## src/esrd_pkg.sv

```systemverilog
package esrd_pkg;

   // Widths of the read path
   localparam int PTR_W        = 16;
   localparam int PAGE_W       = 10;
   localparam int ADDR_W       = 24;
   localparam int OFS_W        = 15;
   localparam int PAGE_LOW_W   = 9;
   localparam int PAD_W        = ADDR_W - PTR_W;

   // Field positions
   localparam int PTR_TOP_BIT  = 15;
   localparam int PAGE_HI_BIT  = 9;

   // Upper address bits of an ordinary data-space read
   localparam logic [PAD_W-1:0] PLAIN_PAD = 8'h00;

   // Reset values
   localparam logic              READY_RST = 1'b1;
   localparam logic [ADDR_W-1:0] ADDR_RST  = 24'h000000;

   // Instruction-cycle costs of one read, and of the first pair of extended reads in a loop
   localparam int PLAIN_READ_CYC = 1;
   localparam int EXT_READ_CYC   = 2;
   localparam int LOOP_PAIR_CYC  = 3;
   localparam int LOOP_NEXT_CYC  = 1;

   typedef logic [PTR_W-1:0]  esrd_ptr_t;
   typedef logic [PAGE_W-1:0] esrd_page_t;
   typedef logic [ADDR_W-1:0] esrd_addr_t;

   typedef enum logic [1:0] {
      ESRD_IDLE = 2'b00,
      ESRD_OVH  = 2'b01
   } esrd_state_t;

endpackage

```

## src/esrd_gen_if.sv

```systemverilog
interface esrd_gen_if;
   import esrd_pkg::*;

   esrd_ptr_t  ptr;
   esrd_page_t page;
   logic       use_ext;
   esrd_addr_t addr;

   modport gen  (input ptr, input page, output use_ext, output addr);
   modport user (output ptr, output page, input use_ext, input addr);
endinterface

```

## src/esrd_addr_gen.sv

```systemverilog
module esrd_addr_gen
   import esrd_pkg::*;
(
   esrd_gen_if.gen g   // Pointer in, read address out
);

   always_comb begin
      // Window opens only with the offset top bit set and a low page
      g.use_ext = g.ptr[PTR_TOP_BIT] & ~g.page[PAGE_HI_BIT];
      if (g.use_ext) begin
         g.addr = {g.page[PAGE_LOW_W-1:0], g.ptr[OFS_W-1:0]};
      end else begin
         g.addr = {PLAIN_PAD, g.ptr};
      end
   end

endmodule

```

## src/esrd_read_addr.sv

```systemverilog
// Summary of operation
// - Bit 15 of the offset register set by software, with page bit 9 clear, opens the extended window for that read.
// - An extended read is formed only when the address top bit is one and page bit 9 is zero.
// - The extended address is the low 9 page bits above the low 15 offset bits, 24 bits in all.
// - An extended read outside a hardware loop costs one extra cycle, so it takes two cycles.
// - Inside a hardware loop the first two extended reads take three cycles and each later one one cycle.
module esrd_read_addr
   import esrd_pkg::*;
(
   input  wire logic               clock,              // 40 MHz core clock
   input  wire logic               resetn,             // Sync reset, low
   input  wire logic               rd_req,             // Read request
   input  wire esrd_pkg::esrd_ptr_t effective_address, // Pointer value
   input  wire esrd_pkg::esrd_page_t read_page_register, // Page value
   input  wire logic               loop_active,        // Hardware loop on
   output logic                    rd_ready_r,         // Can take request
   output logic                    rd_done_r,          // Read completes
   output esrd_pkg::esrd_addr_t    rd_addr_r,          // Read address
   output logic                    rd_ext_r            // Extended read
);

   import esrd_pkg::*;

   esrd_gen_if  gen_bus ();
   esrd_state_t state_r;
   logic        loop_seen_r;
   logic        take;
   logic        use_ext;
   logic        long_read;
   esrd_addr_t  next_addr;

   // The page and pointer values come from the core; software sets
   // them up before issuing the read.
   assign gen_bus.ptr  = effective_address;
   assign gen_bus.page = read_page_register;
   assign use_ext      = gen_bus.use_ext;
   assign next_addr    = gen_bus.addr;

   esrd_addr_gen u_gen (
      .g (gen_bus.gen)
   );

   assign take = rd_req & rd_ready_r;

   // Only the first extended read of a loop pays the overhead cycle;
   // later reads reuse the prefetched page path.
   assign long_read = use_ext & ~(loop_active & loop_seen_r);

   always_ff @(posedge clock) begin
      if (!resetn) begin
         state_r <= ESRD_IDLE;
      end else begin
         case (state_r)
            ESRD_IDLE: begin
               if (take && long_read) begin
                  state_r <= ESRD_OVH;
               end
            end
            ESRD_OVH: begin
               state_r <= ESRD_IDLE;
            end
            default: begin
               state_r <= ESRD_IDLE;
            end
         endcase
      end
   end

   always_ff @(posedge clock) begin
      if (!resetn) begin
         rd_ready_r <= READY_RST;
      end else begin
         case (state_r)
            ESRD_IDLE: begin
               if (take && long_read) begin
                  rd_ready_r <= 1'b0;
               end
            end
            ESRD_OVH: begin
               rd_ready_r <= 1'b1;
            end
            default: begin
               rd_ready_r <= 1'b1;
            end
         endcase
      end
   end

   always_ff @(posedge clock) begin
      if (!resetn) begin
         rd_done_r <= 1'b0;
      end else begin
         case (state_r)
            ESRD_IDLE: begin
               rd_done_r <= take & ~long_read;
            end
            ESRD_OVH: begin
               rd_done_r <= 1'b1;
            end
            default: begin
               rd_done_r <= 1'b0;
            end
         endcase
      end
   end

   // Address stays put until the next accepted read
   always_ff @(posedge clock) begin
      if (!resetn) begin
         rd_addr_r <= ADDR_RST;
         rd_ext_r  <= 1'b0;
      end else if (take) begin
         rd_addr_r <= next_addr;
         rd_ext_r  <= use_ext;
      end
   end

   // Cleared whenever the loop ends, so a new loop pays again
   always_ff @(posedge clock) begin
      if (!resetn) begin
         loop_seen_r <= 1'b0;
      end else if (!loop_active) begin
         loop_seen_r <= 1'b0;
      end else if (take && use_ext) begin
         loop_seen_r <= 1'b1;
      end
   end

   // Helper copies so that $past sees plain signals
   logic [OFS_W-1:0]      ptr_low;
   logic [PAGE_LOW_W-1:0] page_low;
   logic                  ptr_top;
   logic                  page_hi;
   assign ptr_low  = effective_address[OFS_W-1:0];
   assign page_low = read_page_register[PAGE_LOW_W-1:0];
   assign ptr_top  = effective_address[PTR_TOP_BIT];
   assign page_hi  = read_page_register[PAGE_HI_BIT];
endmodule

```

## config.mk

```make
export PLATFORM = sky130hd
export DESIGN_NAME = esrd_read_addr
export DESIGN_NICKNAME = d
export VERILOG_FILES = /design/src/esrd_pkg.sv /design/src/esrd_gen_if.sv /design/src/esrd_addr_gen.sv /design/src/esrd_read_addr.sv
export SDC_FILE = /design/constraint.sdc
export NUM_CORES = 1
export LEC_CHECK = 0
export BUFFER_PORTS_ARGS = -buffer_cell sky130_fd_sc_hd__buf_2
export CAP_MARGIN = 10
export CORE_ASPECT_RATIO = 0.9
export CORE_MARGIN = 2
export CORE_UTILIZATION = 45
export CTS_CLUSTER_DIAMETER = 40
export DETAILED_ROUTE_END_ITERATION = 10
export GPL_ROUTABILITY_DRIVEN = 0
export HOLD_SLACK_MARGIN = 0.08
export PLACE_DENSITY = 0.91
export SETUP_SLACK_MARGIN = 0.1
export SLEW_MARGIN = 20
export SYNTH_ARGS = -nofsm -noshare
export SYNTH_HDL_FRONTEND = slang
export SYNTH_SLANG_ARGS = --single-unit
```

## constraint.sdc

```tcl
create_clock -name clock -period 1.7 [get_ports clock]
set_input_delay 0 -clock clock [delete_from_list [all_inputs] [get_ports clock]]
set_output_delay 0 -clock clock [all_outputs]
set_load 0.005 [all_outputs]
```

==> results of run 1 <==
final cells by class:
class	instances	area, um2	area share [%]
clock buffers	7	65.1	3.93
clock inverters	1	5.00	0.302
inverters	1	3.75	0.227
multi-input cells	75	387	23.4
flip-flops and latches	29	581	35.1
well taps	27	33.8	2.04
repair buffers	86	581	35.1
cell families after synthesis:
group / after synthesis
and+or+nand+nor: 46
AOI/OAI and AO/OA: 29
buffers and inverters: 6
DFF: 29
what timing repair did:
action	in CTS	in global routing
setup endpoints to repair	0	0
endpoints found under the hold margin	28	0
hold buffers	30	0
worst min path at each step:
stage	slack [ps]	depth (start not counted)	from	endpoint
5_1_grt	430	3	read_page_register[2]	rd_addr_r[17]
3_5_place_dp	220	2	read_page_register[8]	rd_addr_r[23]
4_1_cts	430	3	read_page_register[2]	rd_addr_r[17]
3_3_place_gp	220	2	read_page_register[2]	rd_addr_r[17]
6_report	430	3	read_page_register[2]	rd_addr_r[17]
2_1_floorplan	120	2	resetn	rd_done_r
metal layers:
metal  share of wire [%]  up-vias  track usage [%]
met5                   0        -                0
li1                    -      547                -
met2                  52       53             43.9
met4                0.59        0             6.84
met3                 8.3        2             10.1
met1                  39      502             25.2
flip-flops by register name, summed over array words and instances, names as in the netlist:
name         count
loop_seen_r      1
rd_addr_r       24
rd_ext_r         1
rd_ready_r       1
state_r          1
rd_done_r        1
per-stage QoR:
stage / std cells / setup slack [ps] / hold slack, ps / power, mW
floorplan: 110 / 642 / 119 / 0.822
global placement: 188 / 615 / 222 / 0.888
detailed placement: 188 / 552 / 221 / 0.894
CTS: 226 / 521 / 429 / 1.41
global route: 226 / 369 / 426 / 1.49
finish: 226 / 497 / 435 / 1.40
power breakdown:
group	internal [mW]	switching [mW]
sequential	0.712	0.0183
clock	0.239	0.225
combinational	0.117	0.0900
critical path, delay by kind of cell:
family	cells	cell delay, ps
compound gates	2	190
buf+inv	3	1220
cell usage after synthesis:
library cell  number
o21ai_0            1
a211o_1            1
and2_4             1
o21ai_1            2
nor2_1             1
inv_2              1
and3_4             1
a22o_1             8
buf_4              1
buf_6              2
nor2_4             1
and2_1             1
a21oi_1           17
dfxtp_1           29
nand2_1           37
nand3_1            2
nor2b_2            1
nor4b_1            1
buf_2              2
==> flow_summary.yaml, run 1 <==
outcome:
  run_status: "finished, final reports clean"
yosys:
  synth-compound-area-share_pct: 17.7
  ys_top_cells_by_area: "dfxtp_1 (57%), nand2_1 (14%), a21oi_1 (8.4%)"
  synth_mux_area_share_pct: 0
  ys_seq_elements: 29
  synth_simple_gate_area_share_pct: 20.5
  synth.avg_cell_area_um2: 9.19
  netlist.area_leader.share_pct: 57.4
  synthCells: 110
  yosys_warnings: 0
  synth_top_family_by_area: "simple AND/OR/NAND/NOR gates"
  synth_xor_xnor_area_share_pct: 0
  yosysUniqueCellTypes: 19
  syn_nets: 140
  synthAdderAreaFrac_pct: 0
  yosysSeqAreaShare_pct: 57.4
  synth_top_cell_by_area: "dfxtp_1"
  synth_area_mm2: 0.00101
critical_path:
  cp_cell_sequence: "dlygate4sd3_1, buf_2, o21ai_0, dlygate4sd3_1, o21ai_1"
  critical_path.most_common_cell: "dlygate4sd3_1"
  path_class: "input pin to flop"
  crit_fanout: 2
  timing.rr.start: "rd_ready_r"
  reg2reg_setup_slack_ps: 510
  critPathLaunch: "read_page_register[9]"
  crit_required_ps: 1900
  r2r_cells: 2
  critPathCaptureType: "flop"
  endpoint: "rd_addr_r[15]"
  rr_endpoint: "state_r[0]"
  worst-endpoint-arrival_ps: 1410
  slowest_stage: "dlygate4sd3_1"
  worstSetupStartpointType: "input pin"
  max_stage_delay_ps: 560
timing:
  hold_violations: 0
  max_slew.worst_pin.slew_ps: 564
  skew_ps: 7.09
  setup_violations: 0
  rsz0062_at_grt: "false"
  tns_ps: 0
  fmax_mhz: 832
  min_period_ps: 1200
  maxSlewViolCount: 0
  period_share_pct: 70.7
  relSlewSlack_pct: 62.3
drt:
  drc_errors: 0
  drt-total-wl_mm: 2.90
  vias_per_cell: 4.88
  vias: 1104
  ant_nets: 0
  post_drt_wl_per_cell_um: 12.8
  dr.first_iter.drc_count: 25
  drt-pass1-iter-count: 5
grt:
  grt_usage_pct: 24.5
  grt_pass1_wl_mm: 4.64
  antenna_found_initial: 0
  grt_max_degree: 21
  grt_overflow: 0
  grt_pass1_vias: 1092
finish:
  utilization_pct: 77.3
  final_cell_mix: "buf_2 (56), nand2_1 (37), dlygate4sd3_1 (30)"
  area_delta_synth_final_pct: 63.7
  layout-drive-gt1-share_pct: 34.7
  nets: 228
  fin_area_mm2: 0.00166
  final_common_cell: "buf_2"
  diodes: 0
  fillerInstances: 139
place:
  dp_hpwl_mm: 1.69
  placed_area_mm2: 0.00128
  io_buffers: 56
die:
  die_x_um: 54.0
  die_area_mm2: 0.00264
  die-height_um: 49.0
  core_region_area_mm2: 0.00214
  io-pin-count: 57
  start_util_pct: 47.2
  fp-row-count: 16
clock_network:
  post_cts_resized: 0
  htreeDepth: 2
  postCtsSetupBuffers: 0
  cts_tree: "built"
  cts_root_buffer: "clkbuf_4"
  clockBufferDepth: 2
  clock_sinks: 29
  clk-insertion-delay-late_ps: 320
  numCtsBuffers: 5
  clkTransAtPathRegs_ps: 90
power_and_ir_drop:
  p_leak_nw: 0.789
  power_density_mw_per_mm2: 846
  ir_drop_uv: 733
min_path:
  hp-class: "input pin to flop"
run:
  drv_cap: 0
Power figures use the tool's default switching activity.
==> inputs of run 2 (changes only) <==
- CORE_UTILIZATION: 45 -> 42
- PLACE_DENSITY: 0.91 -> 0.87
- clock period: 1.7 -> 1.25 ns (I/O delays scaled with it)
==> flow_summary.yaml, run 2 (synthesis results as in run 1) <==
clock_network:
  clockBufferDepth: 2
  clock_sinks: 29
  cts_root_buffer: "clkbuf_4"
  cts_tree: "built"
  numCtsBuffers: 5
  clkTransAtPathRegs_ps: 80
  htreeDepth: 2
  clk-insertion-delay-late_ps: 310
die:
  fp-row-count: 16
  die-height_um: 50.5
  die_area_mm2: 0.00282
  io-pin-count: 57
  die_x_um: 55.7
  core_region_area_mm2: 0.00222
  start_util_pct: 45.5
run:
  drv_cap: 0
grt:
  grt_max_degree: 20
  antenna_found_initial: 0
  grt_pass1_vias: 1105
  grt_overflow: 0
  grt_usage_pct: 22.1
  grt_pass1_wl_mm: 4.74
timing:
  fmax_mhz: 892
  hold_violations: 0
  relSlewSlack_pct: 77.1
  rsz0062_at_grt: "false"
  min_period_ps: 1120
  tns_ps: 0
  setup_violations: 0
  period_share_pct: 89.6
  maxSlewViolCount: 0
  skew_ps: 3.11
  max_slew.worst_pin.slew_ps: 343
finish:
  diodes: 0
  final_cell_mix: "buf_2 (55), nand2_1 (37), dlygate4sd3_1 (31)"
  largest-register: "rd_addr_r"
  utilization_pct: 75.8
  area_delta_synth_final_pct: 66.6
  fin_area_mm2: 0.00168
  layout-drive-gt1-share_pct: 34.6
  largest_register_ffs: 24
  final_common_cell: "buf_2"
  stdcell_count: 232
  nets: 234
drt:
  drt-pass1-iter-count: 4
  vias_per_cell: 4.72
  dr.first_iter.drc_count: 29
  vias: 1095
  ant_nets: 0
  drt-total-wl_mm: 2.90
  post_drt_wl_per_cell_um: 12.5
  drc_errors: 0
power_and_ir_drop:
  p_switching_mw: 0.433
  power_density_mw_per_mm2: 1070
  intPower_mw: 1.37
  fin_total_pwr_mw: 1.80
  swShare_pct: 24.1
  p_leak_nw: 0.804
  ir_drop_uv: 1030
  p_seq_share_pct: 55.0
  power_frac_clock_pct: 28.3
  p_comb_share_pct: 16.7
place:
  io_buffers: 56
  numPlacedInstances: 191
  dp_hpwl_mm: 1.67
  placed_area_mm2: 0.00131
critical_path:
  path_class: "input pin to flop"
  crit_required_ps: 1460
  critPathCaptureType: "flop"
  worst-endpoint-arrival_ps: 1340
  worstSetupStartpointType: "input pin"
  crit_fanout: 6
outcome:
  run_status: "finished, final reports clean"
min_path:
  hp-class: "input pin to flop"
==> run 2: changes by cell type in the layout (fill, tap and decap cells not counted), sizes merged <==
cell / change
dlygate4sd3: +1
clkbuf: +1
buf: +5
clkinv: -1
==> run 2: worst max-delay path: stages <==
cell and delay, ps:
dlygate4sd3_1 540, buf_4 160, nand2_1 60, dlygate4sd3_1 540, nor2_1 40
==> run 2: per-layer routing <==
layer  GRT usage (%)  vias to the layer above  part of all wire, %
met3            7.99                        2                  7.8
met1            22.5                      481                   40
met4            6.10                        0                 0.17
met5               0                        -                    0
met2            42.5                       50                   52
li1                -                      562                    -
==> run 2: cell type report <==
cell class | instances | area, um2
fill | 160 | 538
timing repair buffer | 92 | 631
multi-input combinational | 75 | 387
sequential | 29 | 581
clock buffer | 8 | 48.8
tap | 27 | 33.8
inverter | 1 | 3.75
==> run 2: through the flow <==
stage	setup WS (ps)	hold WS, ps
4_1_cts	139	424
5_1_grt	114	433
3_3_place_gp	235	222
3_5_place_dp	189	222
2_1_floorplan	192	119
6_report	130	448
==> run 2: power groups by stage <==
| stage | clock network, mW | registers [mW] | logic, mW |
|---|---|---|---|
| 5_1_grt | 0.588 | 0.996 | 0.332 |
| 2_1_floorplan | 0 | 1.01 | 0.103 |
| 3_3_place_gp | 0 | 1.01 | 0.209 |
| 4_1_cts | 0.534 | 0.990 | 0.287 |
| 3_5_place_dp | 0 | 1.01 | 0.214 |
| 6_report | 0.509 | 0.990 | 0.301 |
==> run 2: final timing paths <==
path	start	endpoint	slack, ps	cells past startpoint
min	read_page_register[3]	rd_addr_r[18]	450	3
max reg2reg	rd_ready_r	rd_addr_r[21]	170	3
min reg2reg	rd_addr_r[5]	rd_addr_r[5]	450	2
max	resetn	loop_seen_r	130	5
==> run 2: repair_timing <==
action | CTS | global route
setup buffers | 0 | 2
resized for setup | 0 | 1
setup endpoints to repair | 0 | 6
hold buffers | 30 | 2
endpoints found under the hold margin | 28 | 1
==> inputs of run 3 (changes only) <==
- ABC_AREA: unset -> 1
- PLACE_DENSITY: 0.87 -> 0.86
- SETUP_SLACK_MARGIN: 0.1 -> 0.02
==> flow_summary.yaml, run 3 <==
outcome:
  run_status: "finished, final reports clean"
die:
  fp-row-count: 17
  core_region_area_mm2: 0.00240
  start_util_pct: 43.2
  io-pin-count: 57
  die_area_mm2: 0.00288
  die_x_um: 56.4
  die-height_um: 51.1
yosys:
  synthCells: 129
  synth_ff_type: "dfxtp_1"
  yosys_warnings: 0
  yosysSeqAreaShare_pct: 56.0
  ys_top_cells_by_area: "dfxtp_1 (56%), nor2_1 (11%), o21ai_0 (7.2%)"
  yosysUniqueCellTypes: 16
  synth_edf_count: 0
  synth_area_mm2: 0.00104
  syn_nets: 159
  synth_most_common_cell: "nor2_1"
  netlist.area_leader.share_pct: 56.0
  synthArstFlopShare_pct: 0
  synth.avg_cell_area_um2: 8.04
  synth_top_cell_by_area: "dfxtp_1"
  synth_common_cells: "nor2_1 (31), dfxtp_1 (29), nand2_1 (15), o21ai_0 (15), a21oi_1 (12)"
  ys_seq_elements: 29
grt:
  grt_pass1_vias: 1097
  grt_pass1_wl_mm: 4.72
  grt_usage_pct: 22.0
  antenna_found_initial: 0
  grt_overflow: 0
  grt_max_degree: 29
drt:
  vias: 1197
  dr.first_iter.drc_count: 28
  vias_per_cell: 4.85
  ant_nets: 0
  post_drt_wl_per_cell_um: 12.7
  drc_errors: 0
  drt-total-wl_mm: 3.15
  drt-pass1-iter-count: 4
timing:
  period_share_pct: 98.3
  fmax_mhz: 813
  setup_violations: 0
  min_period_ps: 1230
  max_slew.worst_pin.slew_ps: 360
  tns_ps: 0
  holdWs_ps: 142
  relSlewSlack_pct: 75.9
  rsz0062_at_grt: "false"
  maxSlewViolCount: 0
  skew_ps: 11.4
  setup_slack_ps: 20.7
  hold_violations: 0
finish:
  largest_register_ffs: 24
  fillerInstances: 203
  largest-register: "rd_addr_r"
  diodes: 0
  stdcell_count: 247
  final_common_cell: "buf_2"
  nets: 248
  layout-drive-gt1-share_pct: 32.4
  final_cell_mix: "buf_2 (55), nor2_1 (31), dlygate4sd3_1 (29), dfxtp_1 (29)"
  utilization_pct: 70.8
  area_delta_synth_final_pct: 64.2
  fin_area_mm2: 0.00170
critical_path:
  max_stage_delay_ps: 580
  path_buf_inv: 3
  critical_path.most_common_cell: "dlygate4sd3_1"
  worst-endpoint-arrival_ps: 1490
  critPathCaptureType: "flop"
  cp_cell_sequence: "dlygate4sd3_1, clkbuf_4, nand2_1, dlygate4sd3_1, a21oi_2"
  path_class: "input pin to flop"
  crit_required_ps: 1510
  path_delay_family: "buffers and inverters"
  worstSetupStartpointType: "input pin"
  slowest_stage: "dlygate4sd3_1"
  crit_fanout: 7
place:
  placed_area_mm2: 0.00134
  io_buffers: 56
  preCtsSetupSlack_ps: 258
  numPlacedInstances: 210
  dp_hpwl_mm: 1.70
clock_network:
  clkTransAtPathRegs_ps: 90
  clk-insertion-delay-late_ps: 330
  htreeDepth: 2
  numCtsBuffers: 5
  postCtsSetupBuffers: 0
  clockBufferDepth: 2
  clock_sinks: 29
  cts_root_buffer: "clkbuf_4"
  cts_tree: "built"
min_path:
  hp-class: "input pin to flop"
power_and_ir_drop:
  p_leak_nw: 0.818
  fin_total_pwr_mw: 1.99
  ir_drop_uv: 838
  power_density_mw_per_mm2: 1170
run:
  drv_cap: 0
run 3: cell count changes after synthesis, sizes merged, moves of 2 or more:
cell	delta
nand3	+8
nor2	+30
o21ai	+14
nand2	-21
and2	-2
a22o	-8
inv	+4
a21oi	-5
run 3: area by class of cell:
class / instances / area, um2 / share of cell area (%)
clock buffers: 7 / 65.1 / 3.82
clock inverters: 1 / 5.00 / 0.294
inverters: 6 / 27.5 / 1.62
multi-input cells: 88 / 394 / 23.1
flip-flops and latches: 29 / 581 / 34.1
well taps: 28 / 35.0 / 2.06
repair buffers: 88 / 596 / 35.0
run 3: cells by family (layout without fill, tap and decap cells):
family          Yosys count  count (layout)  share of synthesized area (%)
compound gates           29              29                           14.0
buf+inv                  12             102                           6.39
flops                    29              29                           56.0
simple gates             59              59                           23.6
run 3: worst register-to-register path: cells and delay by family, from the launching register on:
| family | cells | cell delay (ps) |
|---|---|---|
| AO/OA/AOI/OAI | 1 | 220 |
| buffers and inverters | 1 | 180 |
| flip-flops | 1 | 380 |
| AND/OR/NAND/NOR | 2 | 170 |
run 3: power by group:
| group | switching (mW) | leakage, nW | internal [mW] |
|---|---|---|---|
| logic | 0.155 | 0.538 | 0.175 |
| registers | 0.0272 | 0.239 | 0.980 |
| clock network | 0.325 | 0.0413 | 0.326 |
run 3: path summary, 6_finish.rpt:
path	start	to	slack, ps	depth (start not counted)
min reg2reg	rd_addr_r[23]	rd_addr_r[23]	470	2
min	rd_req	rd_addr_r[15]	140	4
max	resetn	loop_seen_r	20	5
max reg2reg	rd_ready_r	rd_addr_r[8]	190	4
run 3: layer usage:
| metal | up-vias | share of wire, % | track usage (%) |
|---|---|---|---|
| met5 | - | 0 | 0 |
| met4 | 0 | 1.1 | 10.7 |
| met3 | 6 | 6.2 | 6.33 |
| met2 | 45 | 53 | 40.4 |
| met1 | 550 | 40 | 23.3 |
| li1 | 596 | - | - |
run 3: timing repair:
action | in CTS | in global routing
resized for setup | 0 | 2
hold endpoints to repair | 29 | 0
hold buffers | 29 | 0
setup endpoints to repair | 0 | 1
